<file path="src/shared/exec_pkg.sv">
// constants shared by the instruction execute subset and its watchdog
package exec_pkg;
    localparam int PC_W = 21;
    localparam int DADDR_W = 12;
    localparam int FLAG_W = 5;
    // execution phases within one instruction cycle
    localparam logic [1:0] PH_DECODE = 2'h0;
    localparam logic [1:0] PH_READ = 2'h1;
    localparam logic [1:0] PH_PROCESS = 2'h2;
    localparam logic [1:0] PH_WRITE = 2'h3;
    // opcode patterns, compared against the upper bits of the word (the whole word for the watchdog clear)
    localparam logic [3:0] OP_BIT_INVERT = 4'h7;
    localparam logic [7:0] OP_BRANCH_OVF = 8'hE4;
    localparam logic [7:0] OP_BRANCH_ZERO = 8'hE0;
    localparam logic [6:0] OP_CALL = 7'h76;
    localparam logic [7:0] OP_JUMP_LONG = 8'hEF;
    localparam logic [6:0] OP_CLEAR_FILE = 7'h35;
    localparam logic [15:0] OP_WATCHDOG_CLEAR = 16'h0004;
    localparam logic [5:0] OP_COMPLEMENT = 6'h07;
    localparam logic [6:0] OP_CMP_EQUAL = 7'h31;
    localparam logic [6:0] OP_CMP_GREATER = 7'h32;
    localparam logic [6:0] OP_CMP_LESS = 7'h30;
    // data addressing
    localparam logic [7:0] ACCESS_LIMIT = 8'h5F;
    localparam logic [3:0] ACCESS_LOW_BANK = 4'h0;
    localparam logic [3:0] ACCESS_HIGH_BANK = 4'hF;
    // flag positions in the status vector
    localparam int FLAG_C = 0;
    localparam int FLAG_DC = 1;
    localparam int FLAG_Z = 2;
    localparam int FLAG_OV = 3;
    localparam int FLAG_N = 4;
    localparam logic [4:0] MASK_Z = 5'h04;
    localparam logic [4:0] MASK_NZ = 5'h14;
    // program counter steps
    localparam logic [20:0] PC_STEP = 21'h000002;
    localparam logic [20:0] PC_RESET = 21'h000000;
    localparam logic [20:0] RET_OFS = 21'h000002;
    // reset values and watchdog widths
    localparam logic TIMEOUT_RST = 1'b1;
    localparam logic POWERDOWN_RST = 1'b1;
    localparam int WATCHDOG_CNT_W = 8;
    localparam int WATCHDOG_POST_W = 4;
endpackage

</file>
<file path="src/logic/watchdog_unit.sv">
// watchdog counter with postscaler, cleared by the watchdog clear opcode
`timescale 1ns/1ps
module watchdog_unit #(
    parameter int CNT_W = exec_pkg::WATCHDOG_CNT_W,
    parameter int POST_W = exec_pkg::WATCHDOG_POST_W
) (
    input wire logic ref_clk,
    input wire logic rstn,
    input wire logic clr,
    output logic timeout
);
    import exec_pkg::*;

    generate
        if (CNT_W < 1 || POST_W < 1) begin : g_bad
            $error("watchdog widths must be at least one bit");
        end
    endgenerate

    logic [CNT_W-1:0] cnt_r, cnt_nxt;
    logic [POST_W-1:0] post_r, post_nxt;
    logic timeout_r, timeout_nxt;

    always_comb begin
        cnt_nxt = cnt_r + 1'b1;
        post_nxt = post_r;
        timeout_nxt = 1'b0;
        if (clr) begin
            // clearing zeroes the postscaler too, so a late clear never leaves a partial count
            cnt_nxt = '0;
            post_nxt = '0;
        end else if (&cnt_r) begin
            post_nxt = post_r + 1'b1;
            timeout_nxt = &post_r;
        end
    end

    always_ff @(posedge ref_clk or negedge rstn) begin
        if (!rstn) begin
            cnt_r <= '0;
            post_r <= '0;
            timeout_r <= 1'b0;
        end else begin
            cnt_r <= cnt_nxt;
            post_r <= post_nxt;
            timeout_r <= timeout_nxt;
        end
    end

    assign timeout = timeout_r;
endmodule

</file>
<file path="src/logic/instr_exec.sv">
// decode and execute of a subset of the 8-bit core instruction set
`timescale 1ns/1ps
module instr_exec (
    input wire logic ref_clk,
    input wire logic rstn,
    input wire logic [15:0] instr_word,
    input wire logic ext_set_en,
    input wire logic [exec_pkg::DADDR_W-1:0] index_base,
    input wire logic [7:0] working_register,
    input wire logic [exec_pkg::FLAG_W-1:0] status_in,
    input wire logic [7:0] bank_select_reg,
    input wire logic [7:0] dmem_rdata,
    output logic [exec_pkg::PC_W-1:0] fetch_addr,
    output logic [1:0] phase,
    output logic [exec_pkg::DADDR_W-1:0] dmem_addr,
    output logic dmem_re,
    output logic dmem_we,
    output logic [7:0] dmem_wdata,
    output logic w_we,
    output logic [7:0] w_wdata,
    output logic [exec_pkg::FLAG_W-1:0] flags_we,
    output logic [exec_pkg::FLAG_W-1:0] flags_wdata,
    output logic ret_push,
    output logic [exec_pkg::PC_W-1:0] return_stack_top,
    output logic [7:0] working_shadow,
    output logic [exec_pkg::FLAG_W-1:0] flags_shadow,
    output logic [7:0] bank_select_shadow,
    output logic timeout_flag,
    output logic powerdown_flag
);
    import exec_pkg::*;

    function automatic logic two_word(input logic [15:0] w);
        two_word = (w[15:9] == OP_CALL) || (w[15:8] == OP_JUMP_LONG);
    endfunction

    function automatic logic [DADDR_W-1:0] file_addr(input logic [15:0] w, input logic ext,
                                                     input logic [DADDR_W-1:0] base, input logic [3:0] bank);
        logic [7:0] f;
        f = w[7:0];
        if (w[8])
            file_addr = {bank, f};
        else if (ext && f <= ACCESS_LIMIT)
            file_addr = base + {4'h0, f};
        else if (f <= ACCESS_LIMIT)
            file_addr = {ACCESS_LOW_BANK, f};
        else
            file_addr = {ACCESS_HIGH_BANK, f};
    endfunction

    logic [1:0] q_r, q_nxt;
    logic [15:0] ir_r, ir_nxt;
    logic [PC_W-1:0] pc_r, pc_nxt;
    logic exec_r, exec_nxt;
    logic dead_r, dead_nxt;
    logic flush_r, flush_nxt;
    logic callhi_r, callhi_nxt;
    logic [7:0] klo_r, klo_nxt;
    logic [DADDR_W-1:0] addr_r, addr_nxt;
    logic re_r, re_nxt;
    logic we_r, we_nxt;
    logic [7:0] wd_r, wd_nxt;
    logic wwe_r, wwe_nxt;
    logic [7:0] ww_r, ww_nxt;
    logic [FLAG_W-1:0] fwe_r, fwe_nxt;
    logic [FLAG_W-1:0] fw_r, fw_nxt;
    logic push_r, push_nxt;
    logic [PC_W-1:0] rtop_r, rtop_nxt;
    logic [7:0] wsh_r, wsh_nxt;
    logic [FLAG_W-1:0] fsh_r, fsh_nxt;
    logic [7:0] bsh_r, bsh_nxt;
    logic wclr_r, wclr_nxt;
    logic tmo_r, tmo_nxt;
    logic pwrdn_r, pwrdn_nxt;
    logic dog_timeout;

    logic is_inv, is_br_ovf, is_br_zero, is_call, is_clr, is_wclr, is_com, is_eq, is_gt, is_lt;
    logic taken, cmp_skip, exec_go;
    logic [7:0] bit_mask;
    logic [7:0] inv_data;
    logic [PC_W-1:0] br_ofs;

    assign is_inv = ir_r[15:12] == OP_BIT_INVERT;
    assign is_br_ovf = ir_r[15:8] == OP_BRANCH_OVF;
    assign is_br_zero = ir_r[15:8] == OP_BRANCH_ZERO;
    assign is_call = ir_r[15:9] == OP_CALL;
    assign is_clr = ir_r[15:9] == OP_CLEAR_FILE;
    assign is_wclr = ir_r == OP_WATCHDOG_CLEAR;
    assign is_com = ir_r[15:10] == OP_COMPLEMENT;
    assign is_eq = ir_r[15:9] == OP_CMP_EQUAL;
    assign is_gt = ir_r[15:9] == OP_CMP_GREATER;
    assign is_lt = ir_r[15:9] == OP_CMP_LESS;
    assign bit_mask = 8'h01 << ir_r[11:9];
    assign inv_data = ~dmem_rdata;
    assign br_ofs = {{12{ir_r[7]}}, ir_r[7:0], 1'b0};
    assign taken = (is_br_ovf && status_in[FLAG_OV]) || (is_br_zero && status_in[FLAG_Z]);
    // unsigned compares, no flag is touched by any of them
    assign cmp_skip = (is_eq && dmem_rdata == working_register)
                   || (is_gt && dmem_rdata > working_register)
                   || (is_lt && dmem_rdata < working_register);
    assign exec_go = q_r == PH_PROCESS && exec_r && !callhi_r;

    watchdog_unit #(
        .CNT_W(WATCHDOG_CNT_W),
        .POST_W(WATCHDOG_POST_W)
    ) u_watchdog (
        .ref_clk(ref_clk),
        .rstn(rstn),
        .clr(wclr_r),
        .timeout(dog_timeout)
    );

    always_comb begin
        q_nxt = q_r + 2'h1;
        ir_nxt = ir_r;
        pc_nxt = pc_r;
        exec_nxt = exec_r;
        dead_nxt = dead_r;
        flush_nxt = flush_r;
        callhi_nxt = callhi_r;
        klo_nxt = klo_r;
        addr_nxt = addr_r;
        re_nxt = re_r;
        we_nxt = 1'b0;
        wd_nxt = wd_r;
        wwe_nxt = 1'b0;
        ww_nxt = ww_r;
        fwe_nxt = '0;
        fw_nxt = fw_r;
        push_nxt = 1'b0;
        rtop_nxt = rtop_r;
        wsh_nxt = wsh_r;
        fsh_nxt = fsh_r;
        bsh_nxt = bsh_r;
        wclr_nxt = 1'b0;
        // a time-out pulse that overlaps the pending clear is dropped, the clear wins
        tmo_nxt = (dog_timeout && !wclr_r) ? 1'b0 : tmo_r;
        pwrdn_nxt = pwrdn_r;
        case (q_r)
            PH_DECODE: begin
                if (dead_r) begin
                    // second cycle of a taken branch: word ignored, pc held so the target is refetched
                    dead_nxt = 1'b0;
                    exec_nxt = 1'b0;
                end else begin
                    pc_nxt = pc_r + PC_STEP;
                    ir_nxt = instr_word;
                    if (callhi_r) begin
                        exec_nxt = 1'b0;
                    end else if (flush_r) begin
                        exec_nxt = 1'b0;
                        flush_nxt = two_word(instr_word);
                    end else begin
                        exec_nxt = 1'b1;
                        addr_nxt = file_addr(instr_word, ext_set_en, index_base, bank_select_reg[3:0]);
                        re_nxt = 1'b1;
                    end
                end
            end
            PH_PROCESS: begin
                re_nxt = 1'b0;
                if (callhi_r) begin
                    pc_nxt = {ir_r[11:0], klo_r, 1'b0};
                    callhi_nxt = 1'b0;
                end else if (exec_r) begin
                    if (is_inv) begin
                        we_nxt = 1'b1;
                        wd_nxt = dmem_rdata ^ bit_mask;
                    end
                    if (is_clr) begin
                        we_nxt = 1'b1;
                        wd_nxt = 8'h00;
                        fwe_nxt = MASK_Z;
                        fw_nxt = MASK_Z;
                    end
                    if (is_com) begin
                        if (ir_r[9]) begin
                            we_nxt = 1'b1;
                            wd_nxt = inv_data;
                        end else begin
                            wwe_nxt = 1'b1;
                            ww_nxt = inv_data;
                        end
                        fwe_nxt = MASK_NZ;
                        fw_nxt = '0;
                        fw_nxt[FLAG_N] = inv_data[7];
                        fw_nxt[FLAG_Z] = inv_data == 8'h00;
                    end
                    if (taken) begin
                        pc_nxt = pc_r + br_ofs;
                        dead_nxt = 1'b1;
                    end
                    if (cmp_skip)
                        flush_nxt = 1'b1;
                    if (is_call) begin
                        push_nxt = 1'b1;
                        rtop_nxt = pc_r + RET_OFS;
                        klo_nxt = ir_r[7:0];
                        callhi_nxt = 1'b1;
                        if (ir_r[8]) begin
                            wsh_nxt = working_register;
                            fsh_nxt = status_in;
                            bsh_nxt = bank_select_reg;
                        end
                    end
                    if (is_wclr) begin
                        // the clear wins over a time-out arriving in the same cycle
                        wclr_nxt = 1'b1;
                        tmo_nxt = 1'b1;
                        pwrdn_nxt = 1'b1;
                    end
                end
            end
            default: ;
        endcase
    end

    always_ff @(posedge ref_clk or negedge rstn) begin
        if (!rstn) begin
            q_r <= PH_DECODE;
            ir_r <= 16'h0000;
            pc_r <= PC_RESET;
            exec_r <= 1'b0;
            dead_r <= 1'b0;
            flush_r <= 1'b0;
            callhi_r <= 1'b0;
            klo_r <= 8'h00;
            addr_r <= '0;
            re_r <= 1'b0;
            we_r <= 1'b0;
            wd_r <= 8'h00;
            wwe_r <= 1'b0;
            ww_r <= 8'h00;
            fwe_r <= '0;
            fw_r <= '0;
            push_r <= 1'b0;
            rtop_r <= PC_RESET;
            wsh_r <= 8'h00;
            fsh_r <= '0;
            bsh_r <= 8'h00;
            wclr_r <= 1'b0;
            tmo_r <= TIMEOUT_RST;
            pwrdn_r <= POWERDOWN_RST;
        end else begin
            q_r <= q_nxt;
            ir_r <= ir_nxt;
            pc_r <= pc_nxt;
            exec_r <= exec_nxt;
            dead_r <= dead_nxt;
            flush_r <= flush_nxt;
            callhi_r <= callhi_nxt;
            klo_r <= klo_nxt;
            addr_r <= addr_nxt;
            re_r <= re_nxt;
            we_r <= we_nxt;
            wd_r <= wd_nxt;
            wwe_r <= wwe_nxt;
            ww_r <= ww_nxt;
            fwe_r <= fwe_nxt;
            fw_r <= fw_nxt;
            push_r <= push_nxt;
            rtop_r <= rtop_nxt;
            wsh_r <= wsh_nxt;
            fsh_r <= fsh_nxt;
            bsh_r <= bsh_nxt;
            wclr_r <= wclr_nxt;
            tmo_r <= tmo_nxt;
            pwrdn_r <= pwrdn_nxt;
        end
    end

    assign fetch_addr = pc_r;
    assign phase = q_r;
    assign dmem_addr = addr_r;
    assign dmem_re = re_r;
    assign dmem_we = we_r;
    assign dmem_wdata = wd_r;
    assign w_we = wwe_r;
    assign w_wdata = ww_r;
    assign flags_we = fwe_r;
    assign flags_wdata = fw_r;
    assign ret_push = push_r;
    assign return_stack_top = rtop_r;
    assign working_shadow = wsh_r;
    assign flags_shadow = fsh_r;
    assign bank_select_shadow = bsh_r;
    assign timeout_flag = tmo_r;
    assign powerdown_flag = pwrdn_r;

    property p_invert;
        @(posedge ref_clk) disable iff (!rstn)
        exec_go && is_inv |=> dmem_we && dmem_wdata == ($past(dmem_rdata) ^ $past(bit_mask)) && flags_we == 5'h00;
    endproperty
    a_invert: assert property (p_invert) else $error("bit invert wrote wrong value or flags");

    property p_branch_ovf;
        @(posedge ref_clk) disable iff (!rstn)
        exec_go && is_br_ovf && status_in[FLAG_OV] |=> dead_r && pc_r == $past(pc_r) + $past(br_ofs) ##1 dead_r;
    endproperty
    a_branch_ovf: assert property (p_branch_ovf) else $error("overflow branch target wrong");

    property p_branch_zero_idle;
        @(posedge ref_clk) disable iff (!rstn)
        exec_go && is_br_zero && !status_in[FLAG_Z] |=> !dead_r && pc_r == $past(pc_r);
    endproperty
    a_branch_zero_idle: assert property (p_branch_zero_idle) else $error("zero branch taken with zero clear");

    property p_dead_cycle;
        @(posedge ref_clk) disable iff (!rstn)
        dead_r && q_r == PH_DECODE |=> !exec_r && !dead_r && $stable(pc_r);
    endproperty
    a_dead_cycle: assert property (p_dead_cycle) else $error("taken branch second cycle did work");

    property p_call_push;
        @(posedge ref_clk) disable iff (!rstn)
        exec_go && is_call |=> ret_push && return_stack_top == $past(pc_r) + RET_OFS ##4 !callhi_r;
    endproperty
    a_call_push: assert property (p_call_push) else $error("call push or length wrong");

    property p_call_noshadow;
        @(posedge ref_clk) disable iff (!rstn)
        exec_go && is_call && !ir_r[8] |=> $stable(working_shadow) && $stable(flags_shadow) && $stable(bank_select_shadow);
    endproperty
    a_call_noshadow: assert property (p_call_noshadow) else $error("shadows changed with save bit clear");

    property p_call_target;
        @(posedge ref_clk) disable iff (!rstn)
        callhi_r && q_r == PH_PROCESS |=> fetch_addr == {$past(ir_r[11:0]), $past(klo_r), 1'b0};
    endproperty
    a_call_target: assert property (p_call_target) else $error("call target wrong");

    property p_clear_file;
        @(posedge ref_clk) disable iff (!rstn)
        exec_go && is_clr |=> dmem_we && dmem_wdata == 8'h00 && flags_we == MASK_Z && flags_wdata[FLAG_Z];
    endproperty
    a_clear_file: assert property (p_clear_file) else $error("clear file result wrong");

    property p_banked;
        @(posedge ref_clk) disable iff (!rstn)
        q_r == PH_DECODE && !dead_r && !flush_r && !callhi_r && instr_word[8]
        |=> dmem_addr[11:8] == $past(bank_select_reg[3:0]);
    endproperty
    a_banked: assert property (p_banked) else $error("bank register not used");

    property p_indexed;
        @(posedge ref_clk) disable iff (!rstn)
        q_r == PH_DECODE && !dead_r && !flush_r && !callhi_r && !instr_word[8] && ext_set_en
        && instr_word[7:0] <= ACCESS_LIMIT |=> dmem_addr == $past(index_base) + {4'h0, $past(instr_word[7:0])};
    endproperty
    a_indexed: assert property (p_indexed) else $error("indexed literal offset address wrong");

    property p_watchdog;
        @(posedge ref_clk) disable iff (!rstn)
        exec_go && is_wclr |=> timeout_flag && powerdown_flag && wclr_r ##1 !wclr_r;
    endproperty
    a_watchdog: assert property (p_watchdog) else $error("watchdog clear effects wrong");

    property p_complement;
        @(posedge ref_clk) disable iff (!rstn)
        exec_go && is_com |=> flags_we == MASK_NZ && (dmem_we == $past(ir_r[9])) && (w_we != $past(ir_r[9]));
    endproperty
    a_complement: assert property (p_complement) else $error("complement destination or flags wrong");

    property p_skip_equal;
        @(posedge ref_clk) disable iff (!rstn)
        exec_go && is_eq && dmem_rdata == working_register |=> flush_r && flags_we == 5'h00 ##2 !exec_r;
    endproperty
    a_skip_equal: assert property (p_skip_equal) else $error("equal compare did not skip");

    property p_skip_greater;
        @(posedge ref_clk) disable iff (!rstn)
        exec_go && is_gt && dmem_rdata <= working_register |=> !flush_r;
    endproperty
    a_skip_greater: assert property (p_skip_greater) else $error("greater compare skipped wrongly");

    property p_skip_long;
        @(posedge ref_clk) disable iff (!rstn)
        flush_r && q_r == PH_DECODE && two_word(instr_word) |=> flush_r && !exec_r ##4 !flush_r && !exec_r;
    endproperty
    a_skip_long: assert property (p_skip_long) else $error("long word skip not three cycles");

    property p_skip_less;
        @(posedge ref_clk) disable iff (!rstn)
        exec_go && is_lt && dmem_rdata < working_register |=> flush_r && flags_we == 5'h00;
    endproperty
    a_skip_less: assert property (p_skip_less) else $error("less compare did not skip");
endmodule

</file>
<file path="config.mk">
export PLATFORM = sky130hd
export DESIGN_NAME = instr_exec
export DESIGN_NICKNAME = d
export VERILOG_FILES = /design/src/shared/exec_pkg.sv /design/src/logic/watchdog_unit.sv /design/src/logic/instr_exec.sv
export SDC_FILE = /design/constraint.sdc
export NUM_CORES = 1
export LEC_CHECK = 0
export BUFFER_PORTS_ARGS = -buffer_cell sky130_fd_sc_hd__buf_4
export CORE_MARGIN = 2
export CORE_UTILIZATION = 47
export DETAILED_ROUTE_END_ITERATION = 12
export PLACE_DENSITY = 0.7
export SLEW_MARGIN = 20
export SYNTH_ARGS = -nofsm -noshare
export SYNTH_HDL_FRONTEND = slang
export SYNTH_HIERARCHICAL = 1
export SYNTH_SLANG_ARGS = --single-unit
</file>
<file path="constraint.sdc">
create_clock -name ref_clk -period 3.7 [get_ports ref_clk]
set_clock_uncertainty 0.15 [all_clocks]
set_input_delay 0.185 -clock ref_clk [delete_from_list [all_inputs] [get_ports ref_clk]]
set_output_delay 0.185 -clock ref_clk [all_outputs]
set_load 0.005 [all_outputs]
</file>
Word-level counts from Yosys, hierarchy flattened --
Index checks and enable logic that the tools add are counted.
Storage, ports and cells: register bits after elaboration 150, input port bits 60, output and inout port bits 109, word-level logic and storage cells 162
Cells by class: add/subtract/negate cells 6, $lt $le $gt $ge 3, eq/ne operators 23, shift-type cells 1, multiplexer cells 67, bitwise operators 6, reduce and logical (&&, ||, !) cells 30
Operators with widths (number):
- $mux W21 | 4
- $mux W1 | 42
- $pmux W21 S2 | 1
- $mux W8 | 5
- $mux W12 | 3
- $mux W5 | 6
- $eq A7 B6 Y1 const B | 4
- $reduce_and A4 Y1 | 7
- $eq A8 B8 Y1 const B | 3
- $add A21 B2 Y21 const B | 1
- $add A21 B21 Y21 | 1
- $eq A16 B3 Y1 const B | 1
- $eq A7 B7 Y1 const B | 2
- $ne A2 B2 Y1 const B | 7
- $add A12 B8 Y12 | 1
- $reduce_and A5 Y1 | 2
- $add A8 B1 Y8 const B | 1
- $eq A8 B8 Y1 | 1
- $gt A8 B8 Y1 | 1
- $le A8 B7 Y1 const B | 1
- $logic_not A8 Y1 | 1
- $lt A8 B8 Y1 | 1
- $mux W4 | 2
- $not A8 Y8 | 1
- 20 further kinds | 37

Longest topological paths before layout --
Gate-level depths: netlist of the first run.
word-level depth 8, mapped depth 11, gate-level depth less buffers 10

By module --
The synthesis of the first run kept the hierarchy.
Modules (own cells, without submodules):
- instr_exec | instances 1, cells each 827, area each 7694.9 um2, seq. area each 3229.3 um2
- watchdog_unit | instances 1, cells each 59, area each 626.9 um2, seq. area each 325.3 um2

Least setup slack after synthesis of the first run --
OpenSTA, ideal clock, no wires.
path type register to register, start point register pc_r[1] (netlist: fetch_addr[1]), end point register pc_r[19] (netlist: fetch_addr[19]), setup time 82 ps, arrival time 2418 ps, required time 3468 ps, setup slack 1050 ps, cell stages (with the launch flop) 10, buffers on the path 0, period minus slack after synthesis 2650 ps, cell sequence dfrtp_1 -> ha_1 -> fa_1 -> a21oi_1 -> o211ai_1 -> a31oi_1 -> o21ai_0 -> nand4_1 -> mux2_2 -> a31oi_1
Between the ends: word-level cells in the longest chain between the ends 5, elaborated cells on any way between the ends 7, those cells by class add/sub (2); mux (5)
Ends and longest elaborated chain:
- start: declaration | RTL line instr_exec.sv:53 | logic [PC_W-1:0] pc_r, pc_nxt;
- start signal: assignment | RTL line instr_exec.sv:247 | pc_r <= pc_nxt;
- $add A21 B21 Y21 | RTL line instr_exec.sv:190 | pc_nxt = pc_r + br_ofs;
- $mux W21 | RTL line instr_exec.sv:189 | if (taken) begin
- $mux W21 | RTL line instr_exec.sv:165 | end else if (exec_r) begin
- $mux W21 | RTL line instr_exec.sv:162 | if (callhi_r) begin
- $pmux W21 S2 * | RTL line instr_exec.sv:139 | case (q_r)
Mark *: on every way between the ends. The rest lies on a longest branch, timed or not. The select of a mux whose other input is x is not followed. A chain may end at the register's enable or synchronous reset.

Worst setup path after layout of the first run --
Same ends and word-level chain as after synthesis.

==> summary.txt, run 1 <==
Status - finished, final reports clean
DRC violations left - 0
Largest family of logic cells by synthesized area - compound AO/OA/AOI/OAI gates
Post-synthesis simple-gate area fraction - 0.170
Sequential area share after synthesis - 0.427
Slew margin rel. - 0.446
Initial antenna violation count - 0
Port buffer count - 159
1st-pass router iterations - 8
Synth Cell Area - 0.00832 mm^2
Skew-Pair Late Insertion Delay - 0.42 ns
Yosys top cell by area - dfrtp_1
Filler cell count - 1496
Global-route wire length before repair - 36700 um
R2R setup slack - 0.68 ns
Hold crit path type - in -> reg
Register Area - 0.00355 mm^2
Clk buf depth - 2
Total Routing Usage GR - 0.251
Leading cell type in the layout, fill and taps excluded - buf_4
Clock root cell - clkbuf_16
Minimum clock period - 3.02 ns
Antenna Nets Post-Route - 0
Area grow syn2layout - 29.8%
Hold path start - index_base[0]
Synth Register Bits - 142
Slew Limit Fails - 0
Number of flops mapped to enable cells by yosys - 0
Unrepaired setup endpoints after global routing - false
Sink Count - 142
Setup TNS - 0 ns
WL/cell - 17.5 um
TritonCTS clock tree - done
Vias in the first global route - 7140
Hold path depth - 4
N_diodes - 0
Top Ports - 169
Starting Density - 0.481
CP endpoint kind - flip-flop
DIE HEIGHT - 137 um
Worst EP arrival - 3.22 ns
VDD IR max - 0.000325 V
Mux share of post-synthesis cell area - 0.0627
CP Data Required Time - 3.89 ns
Main synth FF type - dfrtp_1
Critical path peak fanout - 8
Total Wirelength - 23100 um
Core area - 0.0173 mm^2
Total die area - 0.0188 mm^2
Max_cap viols - 0
Gpl congestion - 0.932
Clock-pin slew on the worst setup and hold paths - 0.06 ns
DPL Wire Length - 16100 um
Reg-to-Reg End - fetch_addr[19]
Cts hold-fix bufs - 49
Finish-stage setup viols - 0
Via density - 5.63
Post-CTS setup buffer count - 0
Gr ovfl total - 0
Synth Area in Compound Gates - 0.177
# nets final - 1185
Layout cell share with drive strength beyond 1 - 0.235
Leakage - 4.94 nW
Syn_area_per_cell - 9.39 um^2
Total CTS buffers - 17
CP startpoint kind - flip-flop
Most frequent cells in the layout - buf_4 (171), dfrtp_1 (141), o21ai_0 (81)
DRT iter0 DRCs - 614
Top cells by area, synth - dfrtp_1 (42%), ha_1 (6.0%), o21ai_0 (4.9%)
Cell count after synthesis - 886
Asr flop ratio synth - 1.00
Hold Slack - 0.0311 ns
Synth Area in Adders - 0.0650
Unique masters post-synth - 72
Final worst path period share - 0.817
Setup CP Type - reg -> reg
Slew @ Worst Pin - 0.831 ns
Final hold viol count - 0
Synth Area in XOR/XNOR - 0.0516
Power per cell area - 430 mW/mm^2
Via count - 7442
R2R depth - 9
Die Span X - 137 um
Multi-input gate area - 0.00441 mm^2
Highest Clock Rate - 331 MHz
Row Count - 48
FF-to-FF Start - fetch_addr[1]
Post-synth top area share - 0.424
Worst Hold End - dmem_addr[0]
H-tree Lvls - 4
Yosys warning total - 6
Pin count of the biggest net entering global routing - 88
Post-cts sizing count - 0
per-layer routing:
metal | share of wire | track usage | vias up | routed length (um)
li1 | - | - | 3560 | -
met1 | 0.44 | 0.342 | 3597 | 10200
met2 | 0.48 | 0.399 | 240 | 11100
met3 | 0.053 | 0.0504 | 45 | 1230
met4 | 0.024 | 0.0893 | 0 | 561
met5 | 0 | 0 | - | 0
critical path, cell delays in order, from the launching register on:
cell and delay (ns):
dfrtp_1 0.45, ha_1 0.26, fa_1 0.42, a21oi_1 0.24
o211ai_1 0.12, a31oi_1 0.43, o21ai_0 0.23, nand4_1 0.14
mux2_2 0.34, a31oi_1 0.16
worst max path at each step:
stage	cells after the start	startpoint	slack [ns]	endpoint
6_report	9	fetch_addr[1]	0.68	fetch_addr[19]
5_1_grt	9	phase[0]	0.46	w_wdata[4]
4_1_cts	9	fetch_addr[1]	0.70	fetch_addr[19]
3_5_place_dp	9	fetch_addr[1]	0.75	fetch_addr[19]
3_3_place_gp	9	fetch_addr[1]	0.80	fetch_addr[19]
2_1_floorplan	9	fetch_addr[1]	1.05	fetch_addr[19]
sequential cells by signal, indices dropped and copies added (netlist names), 2 cells and up:
register and flops:
fetch_addr 20, return_stack_top 20, ir_r 16, dmem_addr 12, bank_select_shadow 8, dmem_wdata 8, klo_r 8, u_watchdog/cnt_r 8
w_wdata 8, working_shadow 8, flags_shadow 5, u_watchdog/post_r 4, flags_wdata 2, flags_we 2, phase 2
cell type report:
cell class,count,share of cell area
Multi-Input combinational cell,668,0.409
Tap cell,225,0.0261
Inverter,33,0.0115
Clock buffer,20,0.0423
Timing Repair Buffer,221,0.165
Sequential cell,142,0.329
Clock inverter,12,0.0170
logic make-up (layout without fill, tap and decap cells):
kind of cell,count (synthesis),in the layout
buf+inv,83,286
compound gates,241,241
other cells,2,9
flops,142,142
mux,45,45
simple gates,282,282
fa+ha+maj,42,42
xor+xnor,49,49
where the power goes:
part           switching [mW]  internal, mW  total (mW)
registers               0.153          1.67        1.82
clock network           0.696          1.17        1.87
logic                   0.466         0.492       0.958
total                    1.32          3.33        4.64
synth_stat cells, types with 3 or more instances:
master	instances
dfrtp_1	141
o21ai_0	81
nor2_1	79
nand2_1	77
a21oi_1	74
ha_1	40
mux2_2	33
inv_1	32
xnor2_1	29
clkbuf_1	27
nand3_1	26
xor2_1	20
a21o_1	14
nand4_1	14
nor3_1	13
buf_4	11
nor2b_1	11
nand2b_1	10
or3_1	10
a31oi_1	9
and3_1	9
buf_2	9
o31ai_1	9
o21a_1	8
o221ai_1	8
a22o_1	7
mux2_4	6
mux2i_1	6
and4_1	5
o211ai_1	5
or4_1	5
and2_1	3
o21bai_1	3
o22ai_1	3
through the flow:
| stage | total power [mW] | std cells | utilization | worst slack [ns] | area (um^2) |
|---|---|---|---|---|---|
| floorplan | 2.35 | 893 | - | 1.05 | 8350 |
| global placement | 2.74 | 1240 | 0.559 | 0.802 | 9670 |
| detailed placement | 2.75 | 1240 | 0.559 | 0.746 | 9670 |
| CTS | 4.66 | 1321 | 0.624 | 0.705 | 10800 |
| global route | 4.85 | 1321 | 0.624 | 0.458 | 10800 |
| finish | 4.64 | 1321 | 0.624 | 0.677 | 10800 |
(Power assumes the default switching activity.)
==> run 2, diff against run 1 <==
==> constraint.sdc (replaced) <==
create_clock -name ref_clk -period 3.04 [get_ports ref_clk]
set_clock_uncertainty 0.15 [all_clocks]
set_input_delay 0.152 -clock ref_clk [delete_from_list [all_inputs] [get_ports ref_clk]]
set_output_delay 0.152 -clock ref_clk [all_outputs]
set_load 0.005 [all_outputs]
==> run 2 against run 1 <==
  * Clock power is 20% higher
  * Non-clock buffer count is 12 higher
  * Setup slack worse by 0.45 ns
  * Cell count is 0.91% higher
  * Sequential share of layout area is 0.31 points lower
  * Design area is 0.96% higher
  * Critical path depth stayed put
  * Die area stayed put
  * Flip-flop and latch count stayed put
  * Register-to-register slack worse by 0.45 ns
  * First-iteration DRC count is 17% lower
  * Highest routed layer unchanged
  * Critical endpoint unchanged
==> summary.txt, run 2 (same netlist as run 1, synthesis figures left out) <==
Status - finished, final reports clean
Core area - 0.0173 mm^2
Highest Clock Rate - 355 MHz
DIE HEIGHT - 137 um
Total CTS buffers - 17
Via density - 5.59
Multi-input gate area - 0.00441 mm^2
Met3 GRT Util - 0.0504
N_diodes - 0
Placed insts - 1251
Slew Limit Fails - 0
Sw frac - 0.279
Clock root cell - clkbuf_16
Hold Slack - 0.0260 ns
Clk buf depth - 2
CP startpoint kind - flip-flop
Skew-Pair Late Insertion Delay - 0.42 ns
Sink Count - 142
Gpl congestion - 0.973
Finished Core Util - 0.630
Antenna Nets Post-Route - 0
Leading cell type in the layout, fill and taps excluded - buf_4
H-tree Lvls - 4
Gr busiest metal - met2
Die Span X - 137 um
Placed instance area - 0.00976 mm^2
# nets final - 1197
Final worst setup slack - 0.223 ns
Critical path peak fanout - 8
Setup TNS - 0 ns
Register Area - 0.00355 mm^2
Worst Hold End - dmem_addr[9]
Pint - 4.07 mW
1st-pass router iterations - 7
Area grow syn2layout - 31.0%
Initial antenna violation count - 0
Global-route wire length before repair - 36300 um
R2R setup slack - 0.22 ns
Max_cap viols - 0
Clock-pin slew on the worst setup and hold paths - 0.06 ns
Slew @ Worst Pin - 1.01 ns
Unrepaired setup endpoints after global routing - false
Hold path start - index_base[8]
Final hold viol count - 0
Gr ovfl total - 0
Finished Layout Cells - 1333
Most frequent cells in the layout - buf_4 (181), dfrtp_1 (141), o21ai_0 (81)
Final worst path period share - 0.927
DPL Wire Length - 16100 um
Sw Pwr - 1.58 mW
Logic pwr share - 0.210
DRT iter0 DRCs - 509
Part of the power in registers - 0.391
Vias in the first global route - 7279
Total die area - 0.0188 mm^2
Power per cell area - 518 mW/mm^2
DRC violations left - 0
Total Routing Usage GR - 0.246
CP Data Required Time - 3.23 ns
Minimum clock period - 2.82 ns
Starting Density - 0.481
Total Wirelength - 22600 um
Met1 usage - 0.336
Row Count - 48
Final Instance Area - 0.0109 mm^2
PnR Total Power - 5.65 mW
CP endpoint kind - flip-flop
TritonCTS clock tree - done
Clock power frac - 0.399
Top Ports - 169
Met2 Use GR - 0.386
Slew margin rel. - 0.327
Finish-stage setup viols - 0
Leakage - 5.01 nW
WL/cell - 17.0 um
Filler cell count - 1437
Post-CTS setup buffer count - 0
Hold path depth - 4
Setup CP Type - reg -> reg
Worst EP arrival - 3.01 ns
VDD IR max - 0.000408 V
R2R depth - 9
Reg-to-Reg End - fetch_addr[19]
FF-to-FF Start - fetch_addr[1]
Hold crit path type - in -> reg
Placement Setup Slack - 0.264 ns
Layout cell share with drive strength beyond 1 - 0.242
Port buffer count - 159
Pin count of the biggest net entering global routing - 66
Via count - 7448
## run 2: cell count changes in the layout (fill, tap and decap cells not counted)
cell / previous run / this run
buf_4: 171 / 181
inv_6: 1 / 2
clkinv_4: 4 / 2
clkinvlp_4: 2 / 1
buf_12: 0 / 1
clkbuf_1: 1 / 2
dlygate4sd3_1: 49 / 50
inv_8: 0 / 1
## run 2: per-layer routing
layer	wire length (um)	share of wire
met2	10800	0.48
met1	9910	0.44
met4	531	0.023
met3	1360	0.060
met5	0	0
## run 2: repair_timing
action	4_1_cts	5_1_grt
resized for setup	0	0
hold buffers	50	0
endpoints found under the hold margin	124	0
## run 2: how the worst max path moves through the flow
stage,from,to,cells past startpoint
4_1_cts,fetch_addr[1],fetch_addr[19],9
3_5_place_dp,fetch_addr[1],fetch_addr[19],9
2_1_floorplan,fetch_addr[1],fetch_addr[19],9
3_3_place_gp,fetch_addr[1],fetch_addr[19],9
5_1_grt,fetch_addr[1],fetch_addr[19],9
6_report,fetch_addr[1],fetch_addr[19],9
## run 2: final cells by class
cell class,instances,area share
multi-input cells,668,0.405
flip-flops and latches,142,0.326
repair buffers,233,0.173
well taps,225,0.0258
clock buffers,21,0.0422
clock inverters,11,0.0164
inverters,33,0.0114
## run 2: critical path, stage by stage (launching register included)
cell	delay (ns)
dfrtp_1	0.46
ha_1	0.26
fa_1	0.41
a21oi_1	0.25
o211ai_1	0.12
a31oi_1	0.27
o21ai_0	0.18
nand4_1	0.13
mux2_2	0.33
a31oi_1	0.15
## run 2: power by group through the flow
stage | sequential (mW) | clock, mW | combinational (mW)
detailed placement | 2.24 | 0 | 1.12
global placement | 2.24 | 0 | 1.10
global route | 2.23 | 2.37 | 1.31
floorplan | 2.20 | 0 | 0.660
CTS | 2.20 | 2.28 | 1.18
finish | 2.21 | 2.25 | 1.19
==> run 3, diff against run 2 <==
--- a/config.mk
+++ b/config.mk
@@ -5,9 +5,10 @@
 export SDC_FILE = /design/constraint.sdc
 export NUM_CORES = 1
 export LEC_CHECK = 0
-export BUFFER_PORTS_ARGS = -buffer_cell sky130_fd_sc_hd__buf_4
+export BUFFER_PORTS_ARGS = -buffer_cell sky130_fd_sc_hd__buf_2
 export CORE_MARGIN = 2
 export CORE_UTILIZATION = 47
+export CTS_BUF_LIST = sky130_fd_sc_hd__clkbuf_4 sky130_fd_sc_hd__clkbuf_8 sky130_fd_sc_hd__clkbuf_16
 export DETAILED_ROUTE_END_ITERATION = 12
 export PLACE_DENSITY = 0.7
 export SLEW_MARGIN = 20
==> run 3 against run 2 <==
  * Cell count up 0.45%
  * Flip-flop and latch count stayed put
  * Utilization shrank 2.1 points
  * Critical path type unchanged
  * Critical endpoint is now fetch_addr[17]
==> summary.txt, run 3 (same netlist as run 1, synthesis figures left out) <==
Pin count of the biggest net entering global routing - 105
Slew margin rel. - 0.273
CP Buf/Inv Count - 1
Initial antenna violation count - 0
Unrepaired setup endpoints after global routing - false
Slew Limit Fails - 0
Critical path peak fanout - 8
DRC violations left - 0
Finish-stage setup viols - 0
Placed instance area - 0.00939 mm^2
Max_cap viols - 0
N_diodes - 0
Filler cell count - 1476
Clock-pin slew on the worst setup and hold paths - 0.06 ns
Power per cell area - 526 mW/mm^2
R2R depth - 10
Max incr delay on CP - 0.45 ns
Highest Clock Rate - 354 MHz
Final worst path period share - 0.929
Top Ports - 169
Most common cell on crit path - a31oi_1
CP endpoint kind - flip-flop
Leading cell type in the layout, fill and taps excluded - buf_2
Critical path's top delay family - compound AO/OA/AOI/OAI gates
Post-CTS setup buffer count - 0
Antenna Nets Post-Route - 0
Area grow syn2layout - 26.7%
WP depth - 10
Total die area - 0.0188 mm^2
Leakage - 4.91 nW
Row Count - 48
DIE HEIGHT - 137 um
Global-route wire length before repair - 35900 um
# nets final - 1203
Worst-path cell chain - ha_1 > fa_1 > a21oi_1 > o211ai_1 > a31oi_1 > buf_4 > o31ai_1 > a31oi_1 > xnor2_1 > a21o_1
Layout cell share with drive strength beyond 1 - 0.247
Final Instance Area - 0.0105 mm^2
Hold path depth - 4
WL/cell - 16.9 um
Slew @ Worst Pin - 1.09 ns
Finished Core Util - 0.609
DRT iter0 DRCs - 547
Clk buf depth - 2
Via count - 7562
PnR Total Power - 5.54 mW
CP Data Required Time - 3.20 ns
1st-pass router iterations - 5
Gpl congestion - 0.972
DPL Wire Length - 15800 um
Total Routing Usage GR - 0.243
Clock root cell - clkbuf_16
H-tree Lvls - 4
Skew-Pair Late Insertion Delay - 0.42 ns
Most frequent cells in the layout - buf_2 (158), dfrtp_1 (141), o21ai_0 (81)
Total CTS buffers - 17
Hold crit path type - in -> reg
Gr ovfl total - 0
Vias in the first global route - 7221
Setup TNS - 0 ns
Total Wirelength - 22700 um
Sink Count - 142
VDD IR max - 0.000412 V
Worst EP arrival - 2.99 ns
Port buffer count - 159
CP startpoint kind - flip-flop
Minimum clock period - 2.82 ns
Final hold viol count - 0
TritonCTS clock tree - done
Setup CP Type - reg -> reg
Crit-path slowest cell - dfrtp_1
Hold Slack - 0.0303 ns
Die Span X - 137 um
Core area - 0.0173 mm^2
Starting Density - 0.481
Via density - 5.65
Status - finished, final reports clean
[run 3: changes by cell type in the layout (fill, tap and decap cells not counted), sizes merged]
cell / change
dlygate4sd3: +1
clkinv: +5
clkbuf: -3
buf: +5
inv: -2
[run 3: path summary, 6_finish.rpt]
kind,startpoint,end,slack (ns)
min in group asynchronous,rstn,return_stack_top[15],0.24
max in group asynchronous,rstn,flags_we[4],1.56
setup reg to reg,fetch_addr[1],fetch_addr[17],0.22
setup / recovery,fetch_addr[1],fetch_addr[17],0.22
hold / removal,index_base[8],dmem_addr[9],0.03
hold reg to reg,phase[0],phase[0],0.32
[run 3: where the power goes]
part | switching, mW | internal, mW
registers | 0.161 | 2.03
logic | 0.591 | 0.535
clock network | 0.842 | 1.38
[run 3: timing repair]
| item | CTS | global route |
|---|---|---|
| hold buffers | 51 | 0 |
| hold endpoints to repair | 157 | 0 |
| resized for setup | 0 | 1 |
| setup endpoints to repair | 0 | 1 |
[run 3: final cells by class]
cell class | instances | area, um^2 | area share
multi-input cells | 668 | 4430 | 0.420
flip-flops and latches | 142 | 3550 | 0.337
repair buffers | 239 | 1530 | 0.145
clock buffers | 18 | 433 | 0.0411
well taps | 225 | 282 | 0.0267
clock inverters | 14 | 191 | 0.0182
inverters | 33 | 124 | 0.0118
[run 3: worst reg2reg max path, cell delays in order, from the launching register on]
cell and delay [ns]:
dfrtp_1 0.45, ha_1 0.26, fa_1 0.43, a21oi_1 0.29, o211ai_1 0.14, a31oi_1 0.23, buf_4 0.16, o31ai_1 0.11
a31oi_1 0.23, xnor2_1 0.09, a21o_1 0.18
[run 3: metal layers]
metal / vias up / global-route usage / share of wire
met4: 0 / 0.0710 / 0.018
li1: 3598 / - / -
met1: 3665 / 0.328 / 0.45
met2: 270 / 0.388 / 0.47
met5: - / 0 / 0
met3: 29 / 0.0596 / 0.061
[run 3: stage by stage]
stage               std cells  worst slack [ns]
floorplan                 893             0.390
global placement         1256             0.353
detailed placement       1256             0.278
CTS                      1339             0.238
global route             1339            0.0306
finish                   1339             0.215
